<file path="src/core/port_ctrl_params.svh">
`ifndef PORT_CTRL_PARAMS_SVH
`define PORT_CTRL_PARAMS_SVH

// register byte addresses
`define ADDR_MODE 8'h00
`define ADDR_FUNC 8'h04
`define ADDR_CLKCTL 8'h08
`define ADDR_SUMMARY 8'h0C
`define ADDR_FLAG 8'h10
`define ADDR_IRQEN 8'h14
`define ADDR_STATUS 8'h18
`define ADDR_MASK 8'h1C

// clock control field positions
`define CLK_RUNDBG_BIT 8
`define CLK_DIV_HI 7
`define CLK_DIV_LO 4
`define CLK_KEY_HI 3
`define CLK_KEY_LO 2
`define CLK_SRC_HI 1
`define CLK_SRC_LO 0

// reset values
`define RST_WORD 16'h0000
`define RST_BYTE 8'h00
`define RST_NIB 4'h0
`define RST_CNT 14'h0000

// status bit positions
`define EV_KEY 0
`define EV_GROUP 1
`define EV_REFUSE 2
`define EV_W 3

// divider code that bypasses division
`define DIV_BYPASS 4'hF

`endif

</file>
<file path="src/core/port_ctrl_pkg.sv">
package port_ctrl_pkg;
	typedef enum logic [1:0] {
		SRC_INTERNAL,
		SRC_LOW_XTAL,
		SRC_HIGH_OSC,
		SRC_EXTERNAL
	} clk_src_e;

	typedef enum logic [1:0] {
		KEY_OFF,
		KEY_TWO,
		KEY_THREE,
		KEY_FOUR
	} key_cfg_e;

	typedef logic [3:0] clk_div_t;
endpackage

</file>
<file path="src/core/key_reset_detect.sv">
`timescale 1ns/10ps
`include "port_ctrl_params.svh"

module key_reset_detect (
	// clock and reset
	input wire logic mclk,
	input wire logic rst_n,
	// configuration and keys
	input wire port_ctrl_pkg::key_cfg_e keyCfg,
	input wire logic [3:0] keyIn,
	// reset request
	output logic keyReset
);
	import port_ctrl_pkg::*;

	function automatic logic [3:0] lowMask(input key_cfg_e cfg);
		unique case (cfg)
			KEY_OFF: lowMask = 4'h0;
			KEY_TWO: lowMask = 4'h3;
			KEY_THREE: lowMask = 4'h7;
			KEY_FOUR: lowMask = 4'hF;
		endcase
	endfunction

	// registered so a glitch on the keys cannot pulse the reset
	always_ff @(posedge mclk or negedge rst_n) begin
		if (!rst_n) begin
			keyReset <= 1'b0;
		end else begin
			keyReset <= (keyCfg != KEY_OFF) && ((keyIn & lowMask(keyCfg)) == 4'h0);
		end
	end
endmodule

</file>
<file path="src/core/port_clock_div.sv">
`timescale 1ns/10ps
`include "port_ctrl_params.svh"

module port_clock_div #(
	parameter int CNT_W = 14
) (
	// clock and reset
	input wire logic mclk,
	input wire logic rst_n,
	// source and control
	input wire logic srcTick,
	input wire logic runEn,
	input wire port_ctrl_pkg::clk_div_t divCode,
	// divided enable
	output logic portClkEn
);
	import port_ctrl_pkg::*;

	logic [CNT_W-1:0] cnt_reg;
	logic [CNT_W-1:0] cntMask;

	// power-of-two ratio; the all-ones code passes every source tick
	function automatic logic [CNT_W-1:0] ratioMask(input clk_div_t code);
		logic [CNT_W-1:0] one;
		one = {{(CNT_W-1){1'b0}}, 1'b1};
		if (code == `DIV_BYPASS) begin
			ratioMask = '0;
		end else begin
			ratioMask = (one << code) - one;
		end
	endfunction

	assign cntMask = ratioMask(divCode);

	// counter freezes while stopped so debug resumes mid-period
	always_ff @(posedge mclk or negedge rst_n) begin
		if (!rst_n) begin
			cnt_reg <= '0;
		end else if (srcTick && runEn) begin
			cnt_reg <= cnt_reg + {{(CNT_W-1){1'b0}}, 1'b1};
		end
	end

	assign portClkEn = srcTick && runEn && ((cnt_reg & cntMask) == cntMask);
endmodule

</file>
<file path="src/core/port_mux_clock_keyreset.sv">
// Added by the designer: the address map and the plain strobed port.
`timescale 1ns/10ps
`include "port_ctrl_params.svh"

module port_mux_clock_keyreset #(
	parameter int NPINS = 8,
	parameter int NGROUPS = 13,
	parameter logic [NGROUPS-1:0] GROUP_IRQ_PRESENT = 13'h1FFF,
	parameter logic [3:0] SRC_PRESENT = 4'h7
) (
	// clock and reset
	input wire logic mclk,
	input wire logic rst_n,
	// register port
	input wire logic [7:0] regAddr,
	input wire logic [15:0] regWdata,
	input wire logic regWr,
	input wire logic regRd,
	output logic [15:0] regRdata,
	// pin routing
	output logic [NPINS-1:0] pinPeriphEn,
	output logic [4*NPINS-1:0] pinFuncEn,
	// port clock
	input wire logic [3:0] srcTick,
	input wire logic debugMode,
	output logic portClkEn,
	// key-entry reset
	input wire logic [3:0] keyIn,
	output logic keyReset,
	// interrupts
	input wire logic [NPINS-1:0] portIrqEvent,
	input wire logic [NGROUPS-1:1] otherGroupPending,
	output logic irq
);
	import port_ctrl_pkg::*;

	logic [NPINS-1:0] mode_reg;
	logic [2*NPINS-1:0] func_reg;
	logic runDbg_reg;
	clk_div_t div_reg;
	key_cfg_e key_reg;
	clk_src_e src_reg;
	logic [NPINS-1:0] flag_reg;
	logic [NPINS-1:0] irqEn_reg;
	logic [`EV_W-1:0] status_reg;
	logic [`EV_W-1:0] status_next;
	logic [`EV_W-1:0] mask_reg;
	logic [NGROUPS-1:0] summaryPrev_reg;
	logic keyPrev_reg;
	logic [NGROUPS-1:0] summary;
	logic wrMode;
	logic wrFunc;
	logic wrClk;
	logic wrFlag;
	logic wrIrqEn;
	logic wrMask;
	logic rdStatus;
	logic srcOk;
	logic refused;
	logic selTick;
	logic runEn;
	logic [`EV_W-1:0] events;

	function automatic logic hit(input logic [7:0] a, input logic [7:0] target);
		hit = (a == target);
	endfunction

	assign wrMode = regWr && hit(regAddr, `ADDR_MODE);
	assign wrFunc = regWr && hit(regAddr, `ADDR_FUNC);
	assign wrClk = regWr && hit(regAddr, `ADDR_CLKCTL);
	assign wrFlag = regWr && hit(regAddr, `ADDR_FLAG);
	assign wrIrqEn = regWr && hit(regAddr, `ADDR_IRQEN);
	assign wrMask = regWr && hit(regAddr, `ADDR_MASK);
	assign rdStatus = regRd && hit(regAddr, `ADDR_STATUS);

	// pin mode and function select
	always_ff @(posedge mclk or negedge rst_n) begin
		if (!rst_n) begin
			mode_reg <= '0;
			func_reg <= '0;
		end else begin
			if (wrMode) begin
				mode_reg <= regWdata[NPINS-1:0];
			end
			if (wrFunc) begin
				func_reg <= regWdata[2*NPINS-1:0];
			end
		end
	end

	always_ff @(posedge mclk or negedge rst_n) begin
		if (!rst_n) begin
			pinPeriphEn <= '0;
			pinFuncEn <= '0;
		end else begin
			pinPeriphEn <= mode_reg;
			for (int p = 0; p < NPINS; p++) begin
				for (int f = 0; f < 4; f++) begin
					pinFuncEn[4*p+f] <= mode_reg[p] && (func_reg[2*p +: 2] == 2'(f));
				end
			end
		end
	end

	// clock control; a refused source write still updates the other fields
	assign srcOk = SRC_PRESENT[regWdata[`CLK_SRC_HI:`CLK_SRC_LO]];
	assign refused = wrClk && !srcOk;

	always_ff @(posedge mclk or negedge rst_n) begin
		if (!rst_n) begin
			runDbg_reg <= 1'b0;
			div_reg <= `RST_NIB;
			key_reg <= KEY_OFF;
			src_reg <= SRC_INTERNAL;
		end else if (wrClk) begin
			runDbg_reg <= regWdata[`CLK_RUNDBG_BIT];
			div_reg <= regWdata[`CLK_DIV_HI:`CLK_DIV_LO];
			key_reg <= key_cfg_e'(regWdata[`CLK_KEY_HI:`CLK_KEY_LO]);
			if (srcOk) begin
				src_reg <= clk_src_e'(regWdata[`CLK_SRC_HI:`CLK_SRC_LO]);
			end
		end
	end

	assign selTick = srcTick[src_reg];
	assign runEn = !debugMode || runDbg_reg;

	port_clock_div #(
		.CNT_W(14)
	) port_clock_div_i (
		.mclk(mclk),
		.rst_n(rst_n),
		.srcTick(selTick),
		.runEn(runEn),
		.divCode(div_reg),
		.portClkEn(portClkEn)
	);

	key_reset_detect key_reset_detect_i (
		.mclk(mclk),
		.rst_n(rst_n),
		.keyCfg(key_reg),
		.keyIn(keyIn),
		.keyReset(keyReset)
	);

	// port flags: an event in the clearing cycle survives
	always_ff @(posedge mclk or negedge rst_n) begin
		if (!rst_n) begin
			flag_reg <= '0;
		end else begin
			flag_reg <= (flag_reg & ~(wrFlag ? regWdata[NPINS-1:0] : '0)) | portIrqEvent;
		end
	end

	always_ff @(posedge mclk or negedge rst_n) begin
		if (!rst_n) begin
			irqEn_reg <= '0;
		end else if (wrIrqEn) begin
			irqEn_reg <= regWdata[NPINS-1:0];
		end
	end

	// group summary follows the flags live, so it clears with them
	always_comb begin
		summary = {otherGroupPending, |(flag_reg & irqEn_reg)} & GROUP_IRQ_PRESENT;
	end

	// events and sticky status
	always_ff @(posedge mclk or negedge rst_n) begin
		if (!rst_n) begin
			summaryPrev_reg <= '0;
			keyPrev_reg <= 1'b0;
		end else begin
			summaryPrev_reg <= summary;
			keyPrev_reg <= keyReset;
		end
	end

	always_comb begin
		events = '0;
		events[`EV_KEY] = keyReset && !keyPrev_reg;
		events[`EV_GROUP] = |(summary & ~summaryPrev_reg);
		events[`EV_REFUSE] = refused;
		status_next = (rdStatus ? '0 : status_reg) | events;
	end

	always_ff @(posedge mclk or negedge rst_n) begin
		if (!rst_n) begin
			status_reg <= '0;
		end else begin
			status_reg <= status_next;
		end
	end

	always_ff @(posedge mclk or negedge rst_n) begin
		if (!rst_n) begin
			mask_reg <= '0;
		end else if (wrMask) begin
			mask_reg <= regWdata[`EV_W-1:0];
		end
	end

	assign irq = |(status_reg & mask_reg);

	// read port; unmapped addresses read zero
	always_ff @(posedge mclk or negedge rst_n) begin
		if (!rst_n) begin
			regRdata <= `RST_WORD;
		end else if (regRd) begin
			regRdata <= `RST_WORD;
			unique case (regAddr)
				`ADDR_MODE: regRdata[NPINS-1:0] <= mode_reg;
				`ADDR_FUNC: regRdata[2*NPINS-1:0] <= func_reg;
				`ADDR_CLKCTL: regRdata[`CLK_RUNDBG_BIT:0] <= {runDbg_reg, div_reg, key_reg, src_reg};
				`ADDR_SUMMARY: regRdata[NGROUPS-1:0] <= summary;
				`ADDR_FLAG: regRdata[NPINS-1:0] <= flag_reg;
				`ADDR_IRQEN: regRdata[NPINS-1:0] <= irqEn_reg;
				`ADDR_STATUS: regRdata[`EV_W-1:0] <= status_reg;
				`ADDR_MASK: regRdata[`EV_W-1:0] <= mask_reg;
				default: regRdata <= `RST_WORD;
			endcase
		end
	end
endmodule

</file>
<file path="config.mk">
export PLATFORM = sky130hd
export DESIGN_NAME = port_mux_clock_keyreset
export DESIGN_NICKNAME = d
export VERILOG_FILES = /design/src/core/port_ctrl_pkg.sv /design/src/core/key_reset_detect.sv /design/src/core/port_clock_div.sv /design/src/core/port_mux_clock_keyreset.sv
export VERILOG_INCLUDE_DIRS = /design/src /design/src/core
export SDC_FILE = /design/constraint.sdc
export NUM_CORES = 1
export LEC_CHECK = 0
export BUFFER_PORTS_ARGS = -buffer_cell sky130_fd_sc_hd__buf_2
export CAP_MARGIN = 20
export CORE_UTILIZATION = 59
export DETAILED_ROUTE_END_ITERATION = 7
export PLACE_DENSITY = 0.84
export SYNTH_ARGS = -nofsm -noshare
export SYNTH_HDL_FRONTEND = slang
export SYNTH_HIERARCHICAL = 1
export SYNTH_SLANG_ARGS = --single-unit
</file>
<file path="constraint.sdc">
create_clock -name mclk -period 5 [get_ports mclk]
set_input_delay 1 -clock mclk [delete_from_list [all_inputs] [get_ports mclk]]
set_output_delay 1 -clock mclk [all_outputs]
set_load 0.05 [all_outputs]
</file>
## Yosys cells after proc, flatten, opt, wreduce, memory -nomap -nowiden

Index checks and enable logic that the tools add are counted.

- Divide/modulo/power cells: 0
- Bitwise logic cells: 10
- Reductions and logical operators: 64
- Order comparisons: 2
- $add $sub $neg: 2
- Muxes and demuxes: 13
- Multiply operators: 0
- Shift-type cells: 1
- Eq/ne operators: 36

Operator list:

| cell | count |
|---|---|
| logical AND 1 bit | 44 |
| == test 2 bit, second input constant | 18 |
| == test 8 x 5 -> 1 bit, second input constant | 4 |
| case mux 5 bit (6 select lines) | 1 |
| case mux 3 bit (8 select lines) | 1 |
| == test 2 x 1 -> 1 bit, second input constant | 9 |
| zero test 2 bit | 9 |
| AND 8 bit | 2 |
| == test 8 x 4 -> 1 bit, second input constant | 2 |
| case mux 4 bit (4 select lines) | 1 |
| adder 14 x 1 -> 14 bit, second input constant | 1 |
| AND 14 bit | 1 |
| == test 14 bit | 1 |
| two-way mux 14 bit | 1 |
| << shifter 1 x 4 -> 14 bit, first input constant | 1 |
| subtractor 14 x 1 -> 14 bit, second input constant | 1 |
| AND 13 bit | 1 |
| NOT 13 bit | 1 |
| OR reduction 13 bit | 1 |
| == test 8 x 3 -> 1 bit, second input constant | 1 |
| zero test 8 bit | 1 |
| two-way mux 8 bit | 1 |
| NOT 8 bit | 1 |
| OR 8 bit | 1 |
| other kinds (17) | 23 |

- Memory bits (writable): 0
- Register bits after elaboration: 140
- Bits in read-only memories: 0
- Output and inout bits: 59
- Memories: 0
- Input port bits: 57
- Bits in latches: 0
- Word-level logic and storage cells: 145

## Logic depth before layout (Yosys ltp)

Gate-level depths: netlist of the first run.

- Depth in word-level cells: 6
- Depth in mapped cells: 10
- Mapped depth without buffers: 8

## By module

Netlist of the first run, hierarchy kept.

Modules (own cells, without submodules):

| module | area each (µm²) | cells each | seq. area each (µm²) | times used |
|---|---|---|---|---|
| port_mux_clock_keyreset | 5086.1 | 396 | 3128.0 | 1 |
| port_clock_div | 958.4 | 104 | 350.3 | 1 |
| key_reset_detect | 50.0 | 4 | 25.0 | 1 |

## Worst setup path before layout of the first run

Ideal clock, no wire load.

- Kind: input -> output
- From: input srcTick[1]
- To: output portClkEn
- Stages: 7
- Required time: 4.000 ns
- Path slack: 1.316 ns
- Data arrival time: 2.684 ns
- Path buffers: 1
- Cell sequence: mux4_2 and2_1 buf_2 o221ai_1 a311oi_1 nand4_1 o32ai_1

- Word-level cells in the longest chain between the ends: 4

Ends and longest elaborated chain:

| item | RTL line | RTL |
|---|---|---|
| start, declared | port_mux_clock_keyreset.sv:24 | `input wire logic [3:0] srcTick,` |
| binary-select mux 1 bit (select 2 bit) | port_mux_clock_keyreset.sv:125 | `assign selTick = srcTick[src_reg];` |
| two-way mux 1 bit (implied by the code) | port_mux_clock_keyreset.sv:125 |  |
| logical AND 1 bit (2 in series) | port_clock_div.sv:44 | `assign portClkEn = srcTick && runEn && ((cnt_reg & cntMask) == cntMask);` |
| end, declared | port_mux_clock_keyreset.sv:26 | `output logic portClkEn,` |

Every way passes these cells. The select of a mux whose other input is x is not followed.

## Final worst setup path of the first run

- From: register div_reg[1]
- To: output portClkEn

- Word-level cells in the longest chain between the ends: 6
- Elaborated cells on any way between the ends: 7
- Classes of those cells: add/sub: 1; eq/ne: 2; shift: 1; mux: 1; bitwise: 1; reduce/logical: 1

Ends and longest elaborated chain:

| item | RTL line | RTL |
|---|---|---|
| start, declared | port_mux_clock_keyreset.sv:40 | `clk_div_t div_reg;` |
| start signal, assigned | port_mux_clock_keyreset.sv:112 | `` div_reg <= `RST_NIB; `` |
| start signal, assigned | port_mux_clock_keyreset.sv:117 | `` div_reg <= regWdata[`CLK_DIV_HI:`CLK_DIV_LO]; `` |
| << shifter 1 x 4 -> 14 bit | port_clock_div.sv:29 | `ratioMask = (one << code) - one;` |
| subtractor 14 x 1 -> 14 bit | port_clock_div.sv:29 |  |
| two-way mux 14 bit (*) | port_clock_div.sv:26 | `` if (code == `DIV_BYPASS) begin `` |
| AND 14 bit | port_clock_div.sv:44 |  |
| == test 14 bit (*) | port_clock_div.sv:44 |  |
| logical AND 1 bit (*) | port_clock_div.sv:44 |  |

Mark *: on every way between the ends. The rest lies on a longest branch, timed or not.

==> results of run 1 <==
-- worst max-delay path by stage --
stage | startpoint | to | depth (start not counted)
after floorplan | srcTick[1] | portClkEn | 7
after global placement | div_reg[1]$_DFFE_PN0P_ | portClkEn | 9
after detailed placement | div_reg[1]$_DFFE_PN0P_ | portClkEn | 9
after CTS | div_reg[1]$_DFFE_PN0P_ | portClkEn | 9
after global routing | div_reg[1]$_DFFE_PN0P_ | portClkEn | 9
final | div_reg[1]$_DFFE_PN0P_ | portClkEn | 9
-- Yosys cell counts (all sizes together) (3+ instances only) --
cell type  instances
clkbuf             6
xnor2             12
and3              19
mux2i             11
buf               13
nand4              7
nand3             15
nor3b              9
or3b               3
nor3               7
dfrtp            140
nor2b              3
mux4               4
and3b              7
nor4b              6
nand2             35
a22oi              5
nand2b            12
mux2              45
and2               3
a221oi            10
nor2              38
nor4               5
a21o               8
o21ai             20
inv               16
o2111ai            4
a22o               5
a21oi              6
-- cells by family (layout without fill, tap and decap cells) --
kind of cell,after synthesis,count (layout),share of synthesized area
buf+inv,36,165,0.0246
xor+xnor,14,14,0.0201
fa+ha+maj,2,2,0.00411
flops,140,140,0.575
compound gates,77,77,0.0918
mux,60,60,0.116
simple gates,175,175,0.169
-- layout make-up --
cell class              count  share of cell area
repair buffers            116              0.0803
multi-input cells         328               0.332
clock buffers              22              0.0631
well taps                 133              0.0227
flip-flops and latches    140               0.477
clock inverters            10              0.0157
inverters                  17             0.00869
-- worst reg2reg max path: stages (launching register included) --
cell and delay, ns:
dfrtp_1 0.41, mux4_2 0.36, and2_1 0.25, nand4_2 0.19, nor3_2 0.28, nand4_1 0.14
xnor2_1 0.15
-- per-layer routing --
layer | vias to the layer above | track usage | routed length (µm)
li1 | 2068 | - | -
met1 | 2279 | 0.384 | 6190
met2 | 173 | 0.499 | 7470
met3 | 28 | 0.0818 | 908
met4 | 0 | 0.120 | 352
met5 | - | 0 | 0
-- through the flow --
stage | cells | utilization | total power, mW | setup slack, ns | hold slack [ns]
after floorplan | 504 | - | 1.45 | 1.32 | 0.392
after global placement | 734 | 0.683 | 1.57 | 1.32 | 0.401
after detailed placement | 734 | 0.683 | 1.58 | 1.34 | 0.404
after CTS | 766 | 0.741 | 2.79 | 0.771 | 0.419
after global routing | 766 | 0.741 | 2.88 | 0.515 | 0.425
final | 766 | 0.741 | 2.77 | 0.779 | 0.415
-- power by group --
group	internal (mW)	leakage, nW	switching, mW
Sequential	1.19	1.84	0.0729
Clock	0.748	0.277	0.464
Combinational	0.110	1.54	0.182
Total	2.05	3.66	0.719
==> summary.txt, run 1 <==
Setup path
  • Crit path capture type: output pin
  • Critical path type: flop to output pin
  • Reg2Reg Depth: 6
  • WP data arrival: around 3.2 ns
  • Critical path launch point type: flop
  • Worst flop-to-flop path endpoint: port_clock_div_i/cnt_reg[13]$_DFFE_PN0P_
  • Reg2reg start: src_reg[0]$_DFFE_PN0P_
  • FF-to-FF setup slack: 3.11 ns
  • Crit path max fanout: 17
  • Max stage delay on crit path: 0.57 ns
  • Crit-path leading delay family: simple AND/OR/NAND/NOR gates
  • CP max stage cell: dfrtp_1
  • Critical path required time: 4.00 ns
  • WP buf/inv: 1
  • CP Cell Sequence: nor2_1, nand2_1, ha_1, or3b_1, a2111oi_2, a311oi_1, nand4_1, o32ai_1, buf_2

Final layout
  • Fin area: 0.00734 mm²
  • Nets@finish: 679
  • Leading cell type in the layout, fill and taps excluded: dfrtp_1
  • Most frequent cells in the layout: 140 x dfrtp_1, 114 x buf_2, 38 x nor2_1, 38 x mux2_1, 35 x nand2_1
  • Max FFs per register: 32
  • Fill count: 651
  • Layout cells sized above 1: 0.270
  • Multi-input gate area: 0.00244 mm²
  • Layout area overhead: 20.5%
  • Storage element area: approximately 0.0035 mm²
  • Ant diodes: 0

Synthesis
  • Synth Flop Type: dfrtp_1
  • Top-area cell type share of the netlist area: 0.575
  • Unique masters post-synth: 62
  • Yosys warns: 6
  • Flop and latch count out of synthesis: 140
  • Synthesized area per cell: 12.1 µm²
  • Synth area leader: dfrtp_1
  • Synth top area cells: dfrtp_1 57%, mux2_1 7.0%, nor2_1 2.3%, nand2_1 2.2%, and3_1 2.0%
  • EDFF count, synth: 0
  • Syn Nets: 563
  • Sequential share of the synthesized area: 0.575
  • Cell Area, Synth: approximately 0.0061 mm²
  • Async set or reset register ratio after synthesis: 1.00
  • Syn Inst Count: 504

Clock network
  • Num CTS Buffers: 17
  • Clock Sinks: 140
  • Clock-pin slew on the worst setup and hold paths: 0.06 ns
  • # resized after CTS: 0
  • Worst skew pair latency: 0.53 ns
  • Clock tree buffer depth: 2
  • CTS root buffer: clkbuf_8
  • Post-CTS Setup Inserts: 0
  • H-tree depth: 4
  • CTS tree: yes
  • Post-CTS Hold Buffers: 0

Timing
  • Final setup viols: 0
  • Final Hold Fails: 0
  • Slew Limit Headroom: 0.354
  • Tightest Pin Transition: 0.969 ns
  • Pins over their slew limit: 0
  • Tcrit/Tclk final: 0.844
  • Setup TNS: 0 ns
  • Period minus WS final: around 4.2 ns
  • F_max: 237 MHz
  • RSZ-0062 raised after global routing: no
  • Clock skew: 0.00536 ns

GRT
  • Tot GR Track Use: 0.304
  • Initial antenna violation count: 0
  • Vias in the first global route: 4635
  • Grt ovf: 0
  • First-pass GRT wire length: 24600 µm
  • Pin count of the biggest net entering global routing: 112

Floorplan
  • CORE AREA: 0.00991 mm²
  • Die H: 104 µm
  • Starting Density: 0.615
  • Die Wd: 104 µm
  • # IOs: approximately 120
  • Row count: 36
  • Die ar.: 0.0107 mm²

Place
  • RD Place Congestion: 0.885
  • Dpl cell area: 0.00676 mm²
  • Port bufs: 115
  • DP Wirelength: 10500 µm

Hold path
  • Hold depth: 1
  • Hold EP: status_reg[0]$_DFF_PN0_
  • Worst Hold Class: flop to flop
  • Worst hold start: keyPrev_reg$_DFF_PN0_

Outcome
  • Status: finished clean

Route
  • Avg WL per Cell: 19.5 µm
  • Detail Route Antenna Nets: 0
  • DRC viols: 0
  • Vias: between 4000 and 5000
  • Iter 0 DRT Violations: 228
  • Aggregate routed wire length: approximately 15000 µm
  • Vias per cell: 5.94
  • Drt pass-1 iters: 4

Pwr
  • P_leak: roughly 3.7 nW
  • PwrDens: 377 mW/mm²
  • VDD IR max: around 0.28 mV

Flow run
  • Max_cap viols: 0
(Power assumes the default switching activity.)
==> run 2, diff against run 1 <==
ABC_AREA = 1   (was default)
CORE_UTILIZATION = 50   (was 59)
PLACE_DENSITY = 0.76   (was 0.84)
clock period = 3.7 ns   (was 5 ns; I/O delays follow)
==> summary.txt, run 2 <==
GRT
  • Initial antenna violation count: 0 (unchanged)
  • Tot GR Track Use: 0.256 (-0.0476)
  • Pin count of the biggest net entering global routing: 72 (-36%)
  • Grt ovf: 0 (unchanged)
  • First-pass GRT wire length: 25100 µm (+2.1%)
  • Vias in the first global route: 5053 (+9.0%)

Synthesis
  • Synth Flop Type: dfrtp_1
  • Synth area leader: dfrtp_1
  • Top-area cell type share of the netlist area: 0.552 (-0.0226)
  • Cell Area, Synth: 0.00634 mm² (+4.1%)
  • Synth top area cells: dfrtp_1 55%, nand2_1 10%, inv_1 5.3%, nand3_1 3.2%, nor2_1 3.1%
  • Yosys warns: 6 (unchanged)
  • Unique masters post-synth: 36 (-42%)
  • EDFF count, synth: 0 (unchanged)
  • Syn Inst Count: 708 (+40%)
  • Flop and latch count out of synthesis: 140 (unchanged)
  • Syn Nets: 767 (+36%)
  • Synthesized area per cell: 8.96 µm² (-26%)
  • Count leader, synth: nand2_1
  • Async set or reset register ratio after synthesis: 1.00 (unchanged)
  • Sequential share of the synthesized area: 0.552 (-0.0226)
  • Top post-synthesis cells by count: 176 x nand2_1, 140 x dfrtp_1, 89 x inv_1, 52 x nor2_1, 40 x nand3_1

Route
  • Aggregate routed wire length: 15400 µm (+2.9%)
  • Iter 0 DRT Violations: 443 (+94%)
  • DRC viols: 0 (unchanged)
  • Drt pass-1 iters: 7 (+3)
  • Vias per cell: 5.10 (-14%)
  • Detail Route Antenna Nets: 0 (unchanged)
  • Vias: 5177 (+14%)
  • Avg WL per Cell: 15.1 µm (-22%)

Pwr
  • Clock power frac: 0.468 (+0.031)
  • VDD IR max: 0.227 mV (-18%)
  • Part of the power in combinational logic: 0.117 (+0.012)
  • Switching fraction of total power: 0.260 (+0.000514)
  • Reg power frac: 0.416 (-0.041)
  • PwrDens: 537 mW/mm² (+42%)
  • P_leak: 4.02 nW (+10%)
  • P_sw: 1.08 mW (+50%)
  • P_int: 3.08 mW (+50%)

Place
  • DP Wirelength: 10800 µm (+3.7%)
  • Placed cells: 983 (+34%)
  • Dpl cell area: 0.00706 mm² (+4.4%)
  • RD Place Congestion: 0.848 (-4.1%)
  • Port bufs: 115 (unchanged)

Final layout
  • Ant diodes: 0 (unchanged)
  • Max FFs per register: 32 (unchanged)
  • Leading cell type in the layout, fill and taps excluded: nand2_1
  • Most frequent cells in the layout: 176 x nand2_1, 140 x dfrtp_1, 114 x buf_2
  • Fin cells: 1015 (+33%)
  • Fill count: 1052 (+62%)
  • Nets@finish: 893 (+32%)
  • Fin area: 0.00774 mm² (+5.5%)
  • Layout cells sized above 1: 0.270 (about the same)
  • Layout area overhead: 22.1%

Timing
  • F_max: 302 MHz
  • Slew Limit Headroom: 0.477 (+0.123)
  • Final Hold Fails: 0 (unchanged)
  • Final setup viols: 0 (unchanged)
  • Pins over their slew limit: 0 (unchanged)
  • Period minus WS final: roughly 3.3 ns
  • Clock skew: 0.00621 ns (+0.000849 ns)
  • Tightest Pin Transition: 0.782 ns (-0.187 ns)
  • Setup TNS: 0 ns (unchanged)
  • Tcrit/Tclk final: 0.895
  • RSZ-0062 raised after global routing: no

Clock network
  • CTS tree: yes
  • # resized after CTS: 0 (unchanged)
  • H-tree depth: 4 (unchanged)
  • Worst skew pair latency: 0.42 ns (-0.11 ns)
  • Clock Sinks: 140 (unchanged)
  • CTS root buffer: clkbuf_16
  • Num CTS Buffers: 17 (unchanged)
  • Post-CTS Setup Inserts: 0 (unchanged)
  • Post-CTS Hold Buffers: 0 (unchanged)
  • Clock-pin slew on the worst setup and hold paths: 0.06 ns (about the same)
  • Clock tree buffer depth: 2 (unchanged)

Floorplan
  • Row count: 40 (+11%)
  • Die ar.: 0.0131 mm² (+22%)
  • CORE AREA: 0.0122 mm² (+23%)
  • # IOs: 116 (unchanged)
  • Die H: 115 µm (+11%)
  • Die Wd: 115 µm (+11%)
  • Starting Density: 0.519 (-0.0956)

Setup path
  • Crit-path leading delay family: simple AND/OR/NAND/NOR gates
  • CP max stage cell: dfrtp_1
  • Reg2Reg Depth: 10 (+4)
  • Crit path top cell by count: nand2_1
  • Max stage delay on crit path: 0.55 ns (-0.02 ns)
  • Reg2reg start: src_reg[0]$_DFFE_PN0P_
  • WP data arrival: 2.57 ns (-0.65 ns)
  • Crit path capture type: output pin
  • Crit path max fanout: 11 (-6)
  • Critical path type: flop to output pin
  • Critical path required time: 2.96 ns (-1.04 ns)
  • Critical path launch point type: flop
  • CP Cell Sequence: nor2_8, nand3_1, ha_1, inv_1, nand2_1, nand2_1, a21oi_1, nand2_1, nor2_2, nand2_1, nor2_2, nand2_1, a21oi_2, buf_2
  • Worst flop-to-flop path endpoint: port_clock_div_i/cnt_reg[11]$_DFFE_PN0P_
  • Crit. Startpoint: div_reg[3]$_DFFE_PN0P_
  • FF-to-FF setup slack: 1.80 ns (-1.31 ns)
  • WP buf/inv: 2 (+1)

Flow run
  • Max_cap viols: 0 (unchanged)

Outcome
  • Status: finished clean

Hold path
  • Worst Hold Class: primary input to async pin
==> run 2: cell types whose count changed in the layout (fill, tap and decap cells not counted), moves of 14 or more <==
cell | previous run | this run
and3_1 | 19 | 0
inv_1 | 16 | 89
mux2_1 | 38 | 0
nand2_1 | 35 | 176
nand3_1 | 15 | 40
nor2_1 | 38 | 52
nor3_1 | 2 | 35
o21ai_0 | 8 | 23
o21ai_2 | 0 | 21
==> run 2: worst max-delay path by stage <==
stage                            to  slack, ns  depth (start not counted)
after CTS                 portClkEn       0.39                         14
final                     portClkEn       0.39                         14
after floorplan           portClkEn       0.95                         14
after global routing      portClkEn       0.19                         12
after detailed placement  portClkEn       0.85                         14
after global placement    portClkEn       0.89                         14
==> run 2: cell families after synthesis <==
| kind of cell | Yosys count | share of synthesized area |
|---|---|---|
| adder cells (fa/ha/maj) | 2 | 0.00394 |
| XOR/XNOR | 12 | 0.0166 |
| AO/OA/AOI/OAI | 95 | 0.0980 |
| AND/OR/NAND/NOR | 350 | 0.256 |
| buffers and inverters | 109 | 0.0728 |
| flip-flops | 140 | 0.552 |
==> run 2: stage by stage <==
step / hold slack [ns] / utilization / total power, mW / worst slack (ns)
finish: 0.312 / 0.634 / 4.16 / 0.388
global placement: 0.386 / 0.578 / 2.22 / 0.885
global route: 0.358 / 0.634 / 4.31 / 0.192
CTS: 0.336 / 0.634 / 4.17 / 0.388
floorplan: 0.395 / - / 2.06 / 0.946
detailed placement: 0.393 / 0.578 / 2.23 / 0.850
==> run 2: power by group through the flow <==
stage          clock (mW)  sequential (mW)  combinational [mW]
6_report             1.94             1.73               0.485
5_1_grt              2.04             1.74               0.537
4_1_cts              1.96             1.72               0.485
3_5_place_dp            0             1.75               0.482
3_3_place_gp            0             1.75               0.471
2_1_floorplan           0             1.79               0.271
==> run 2: routing by layer <==
layer | share of wire | global-route usage | vias up
li1 | - | - | 2508
met2 | 0.47 | 0.408 | 195
met4 | 0.028 | 0.112 | 0
met1 | 0.44 | 0.336 | 2434
met5 | 0 | 0 | -
met3 | 0.062 | 0.0593 | 40
==> run 2: area by class of cell <==
type | count | area, µm² | area share
Sequential cell | 140 | 3500 | 0.452
Multi-Input combinational cell | 459 | 2380 | 0.307
Timing Repair Buffer | 118 | 604 | 0.0781
Clock buffer | 20 | 447 | 0.0577
Inverter | 98 | 368 | 0.0475
Clock inverter | 12 | 231 | 0.0299
Tap cell | 168 | 210 | 0.0271
==> run 2: worst register-to-register path, stage by stage (launching register included) <==
cell and delay (ns):
dfrtp_1 0.42, inv_1 0.11, o21ai_0 0.08, o22ai_1 0.16, nand2_2 0.13, nor2_2 0.16, nand3_1 0.13, nor2_2 0.19
nand3_1 0.13, nor2_1 0.15, xor2_1 0.15
==> run 3, diff against run 2 <==
--- a/config.mk
+++ b/config.mk
@@ -14,2 +14,3 @@
 export PLACE_DENSITY = 0.76
+export RECOVER_POWER = 25
 export SYNTH_ARGS = -nofsm -noshare
--- a/constraint.sdc
+++ b/constraint.sdc
@@ -3,2 +3,2 @@
 set_output_delay 0.74 -clock mclk [all_outputs]
-set_load 0.05 [all_outputs]
+set_load 0.02 [all_outputs]
==> summary.txt, run 3 (synthesized netlist as in run 2, its figures left out) <==
Place
  • DP Wirelength: 10700 µm (-1.3%)
  • Port bufs: 115 (unchanged)
  • RD Place Congestion: 0.881 (+3.8%)

Pwr
  • P_int: 2.82 mW (-8.5%)
  • PwrDens: 506 mW/mm² (-5.8%)
  • Switching fraction of total power: 0.270 (+0.0105)
  • Reg power frac: 0.447 (+0.031)
  • P_sw: 1.04 mW (-3.4%)
  • P_leak: 3.94 nW (-2.1%)
  • Final Power: 3.86 mW (-7.1%)
  • Clock power frac: 0.440 (-0.028)
  • Part of the power in combinational logic: 0.113 (-0.004)
  • VDD IR max: 0.236 mV (+3.9%)

Clock network
  • Clock Sinks: 140 (unchanged)
  • Worst skew pair latency: 0.42 ns (about the same)
  • # resized after CTS: 0 (unchanged)
  • CTS tree: yes
  • H-tree depth: 4 (unchanged)
  • Num CTS Buffers: 17 (unchanged)
  • Post-CTS Hold Buffers: 0 (unchanged)
  • Clock-pin slew on the worst setup and hold paths: 0.06 ns (about the same)
  • Post-CTS Setup Inserts: 0 (unchanged)
  • Clock tree buffer depth: 2 (unchanged)
  • CTS root buffer: clkbuf_16

Timing
  • Period minus WS final: 3.16 ns (-0.150 ns)
  • Final setup viols: 0 (unchanged)
  • Setup TNS: 0 ns (unchanged)
  • Final Hold Fails: 0 (unchanged)
  • F_max: 316 MHz (+4.7%)
  • Tightest Pin Transition: 2.04 ns (+1.26 ns)
  • Clock skew: 0.00894 ns (+0.00273 ns)
  • RSZ-0062 raised after global routing: no
  • Slew Limit Headroom: -0.359 (-0.836)
  • Pins over their slew limit: 84 (+84)
  • Tcrit/Tclk final: 0.855 (-0.0404)

GRT
  • Tot GR Track Use: 0.246 (-0.00995)
  • Grt ovf: 0 (unchanged)
  • Pin count of the biggest net entering global routing: 85 (+18%)
  • Vias in the first global route: 4823 (-4.6%)
  • First-pass GRT wire length: 24000 µm (-4.3%)
  • Initial antenna violation count: 0 (unchanged)

Final layout
  • Layout area overhead: 20.4%
  • Ant diodes: 0 (unchanged)
  • Most frequent cells in the layout: 176 x nand2_1, 140 x dfrtp_1, 102 x buf_2
  • Final core occ: 0.625 (-0.00881)
  • Nets@finish: 891 (-0.22%)
  • Leading cell type in the layout, fill and taps excluded: nand2_1
  • Layout cells sized above 1: 0.256 (-0.0147)
  • Max FFs per register: 32 (unchanged)
  • Fill count: 1055 (+0.29%)

Floorplan
  • Starting Density: 0.519 (unchanged)
  • Die Wd: 115 µm (unchanged)
  • # IOs: 116 (unchanged)
  • Die H: 115 µm (unchanged)
  • CORE AREA: 0.0122 mm² (unchanged)
  • Row count: 40 (unchanged)
  • Die ar.: 0.0131 mm² (unchanged)

Hold path
  • Worst Hold Class: flop to flop

Setup path
  • Crit path capture type: output pin
  • CP Cell Sequence: nor2_8, nand2_1, ha_1, inv_1, nand2_1, nand2_1, a21oi_1, nand2_1, nor2_2, nand2_1, nor2_2, nand2_1, a21oi_2, buf_2
  • Critical path type: flop to output pin
  • Critical path launch point type: flop
  • Crit path top cell by count: nand2_1
  • Critical path required time: 2.96 ns (about the same)
  • CP max stage cell: dfrtp_1
  • Crit path max fanout: 11 (unchanged)
  • WP data arrival: 2.42 ns (-0.15 ns)
  • Max stage delay on crit path: 0.54 ns (about the same)

Route
  • Aggregate routed wire length: 14700 µm (-4.2%)
  • Avg WL per Cell: 14.5 µm (-4.0%)
  • Vias per cell: 5.06 (-0.79%)
  • Iter 0 DRT Violations: 446 (+0.68%)
  • Vias: 5126 (-0.99%)
  • Drt pass-1 iters: 5 (-2)
  • DRC viols: 0 (unchanged)
  • Detail Route Antenna Nets: 0 (unchanged)

Outcome
  • Failing checks: max-capacitance violations, max-slew violations
  • Status: finished, violations left

Flow run
  • Max_cap viols: 1 (+1)
-- run 3: cell types whose count changed in the layout (fill, tap and decap cells not counted), sizes merged --
cell,previous run,this run
buf,118,103
bufinv,6,2
clkbuf,20,33
clkinv,2,4
clkinvlp,1,4
inv,101,100
-- run 3: power groups by stage --
| stage | Sequential, mW | Combinational, mW | Clock [mW] |
|---|---|---|---|
| after floorplan | 1.75 | 0.266 | 0 |
| after global placement | 1.75 | 0.427 | 0 |
| after detailed placement | 1.75 | 0.440 | 0 |
| after CTS | 1.72 | 0.442 | 1.71 |
| after global routing | 1.74 | 0.491 | 1.78 |
| final | 1.73 | 0.436 | 1.70 |
-- run 3: final cells by class --
cell class / count / area, µm² / area share
clock buffers: 20 / 457 / 0.0598
clock inverters: 12 / 138 / 0.0180
inverters: 98 / 368 / 0.0482
multi-input cells: 459 / 2380 / 0.312
flip-flops and latches: 140 / 3500 / 0.459
well taps: 168 / 210 / 0.0275
repair buffers: 116 / 581 / 0.0760
-- run 3: final timing paths --
path	to	slack, ns	cells after the start	from
max	portClkEn	0.54	14	div_reg[3]$_DFFE_PN0P_
min in group asynchronous	pinFuncEn[5]$_DFF_PN0_	0.88	1	rst_n
min	keyPrev_reg$_DFF_PN0_	0.40	0	key_reset_detect_i/keyReset$_DFF_PN0_
max in group asynchronous	pinFuncEn[26]$_DFF_PN0_	1.60	1	rst_n
min reg2reg	keyPrev_reg$_DFF_PN0_	0.40	0	key_reset_detect_i/keyReset$_DFF_PN0_
max reg2reg	port_clock_div_i/cnt_reg[11]$_DFFE_PN0P_	1.84	10	src_reg[0]$_DFFE_PN0P_
-- run 3: metrics by stage --
step | cell area, µm² | hold WS, ns | setup slack, ns | std cells
after floorplan | 6340 | 0.395 | 1.20 | 708
after global placement | 7060 | 0.386 | 0.998 | 981
after detailed placement | 7060 | 0.388 | 0.986 | 981
after CTS | 7660 | 0.390 | 0.524 | 1013
after global routing | 7630 | 0.435 | 0.299 | 1013
final | 7630 | 0.399 | 0.537 | 1013
-- run 3: metal layers --
metal / vias up / wire length [µm] / share of wire / track usage
li1: 2505 / - / - / -
met1: 2420 / 6960 / 0.47 / 0.342
met2: 171 / 6640 / 0.45 / 0.373
met3: 30 / 711 / 0.048 / 0.0434
met4: 0 / 390 / 0.027 / 0.123
met5: - / 0 / 0 / 0
-- run 3: worst max-delay path, delay by kind of cell, from the launching register on --
family / cells / cell delay, ns
buf+inv: 2 / 0.20
fa+ha+maj: 1 / 0.29
flops: 1 / 0.54
compound gates: 2 / 0.21
simple gates: 9 / 0.75
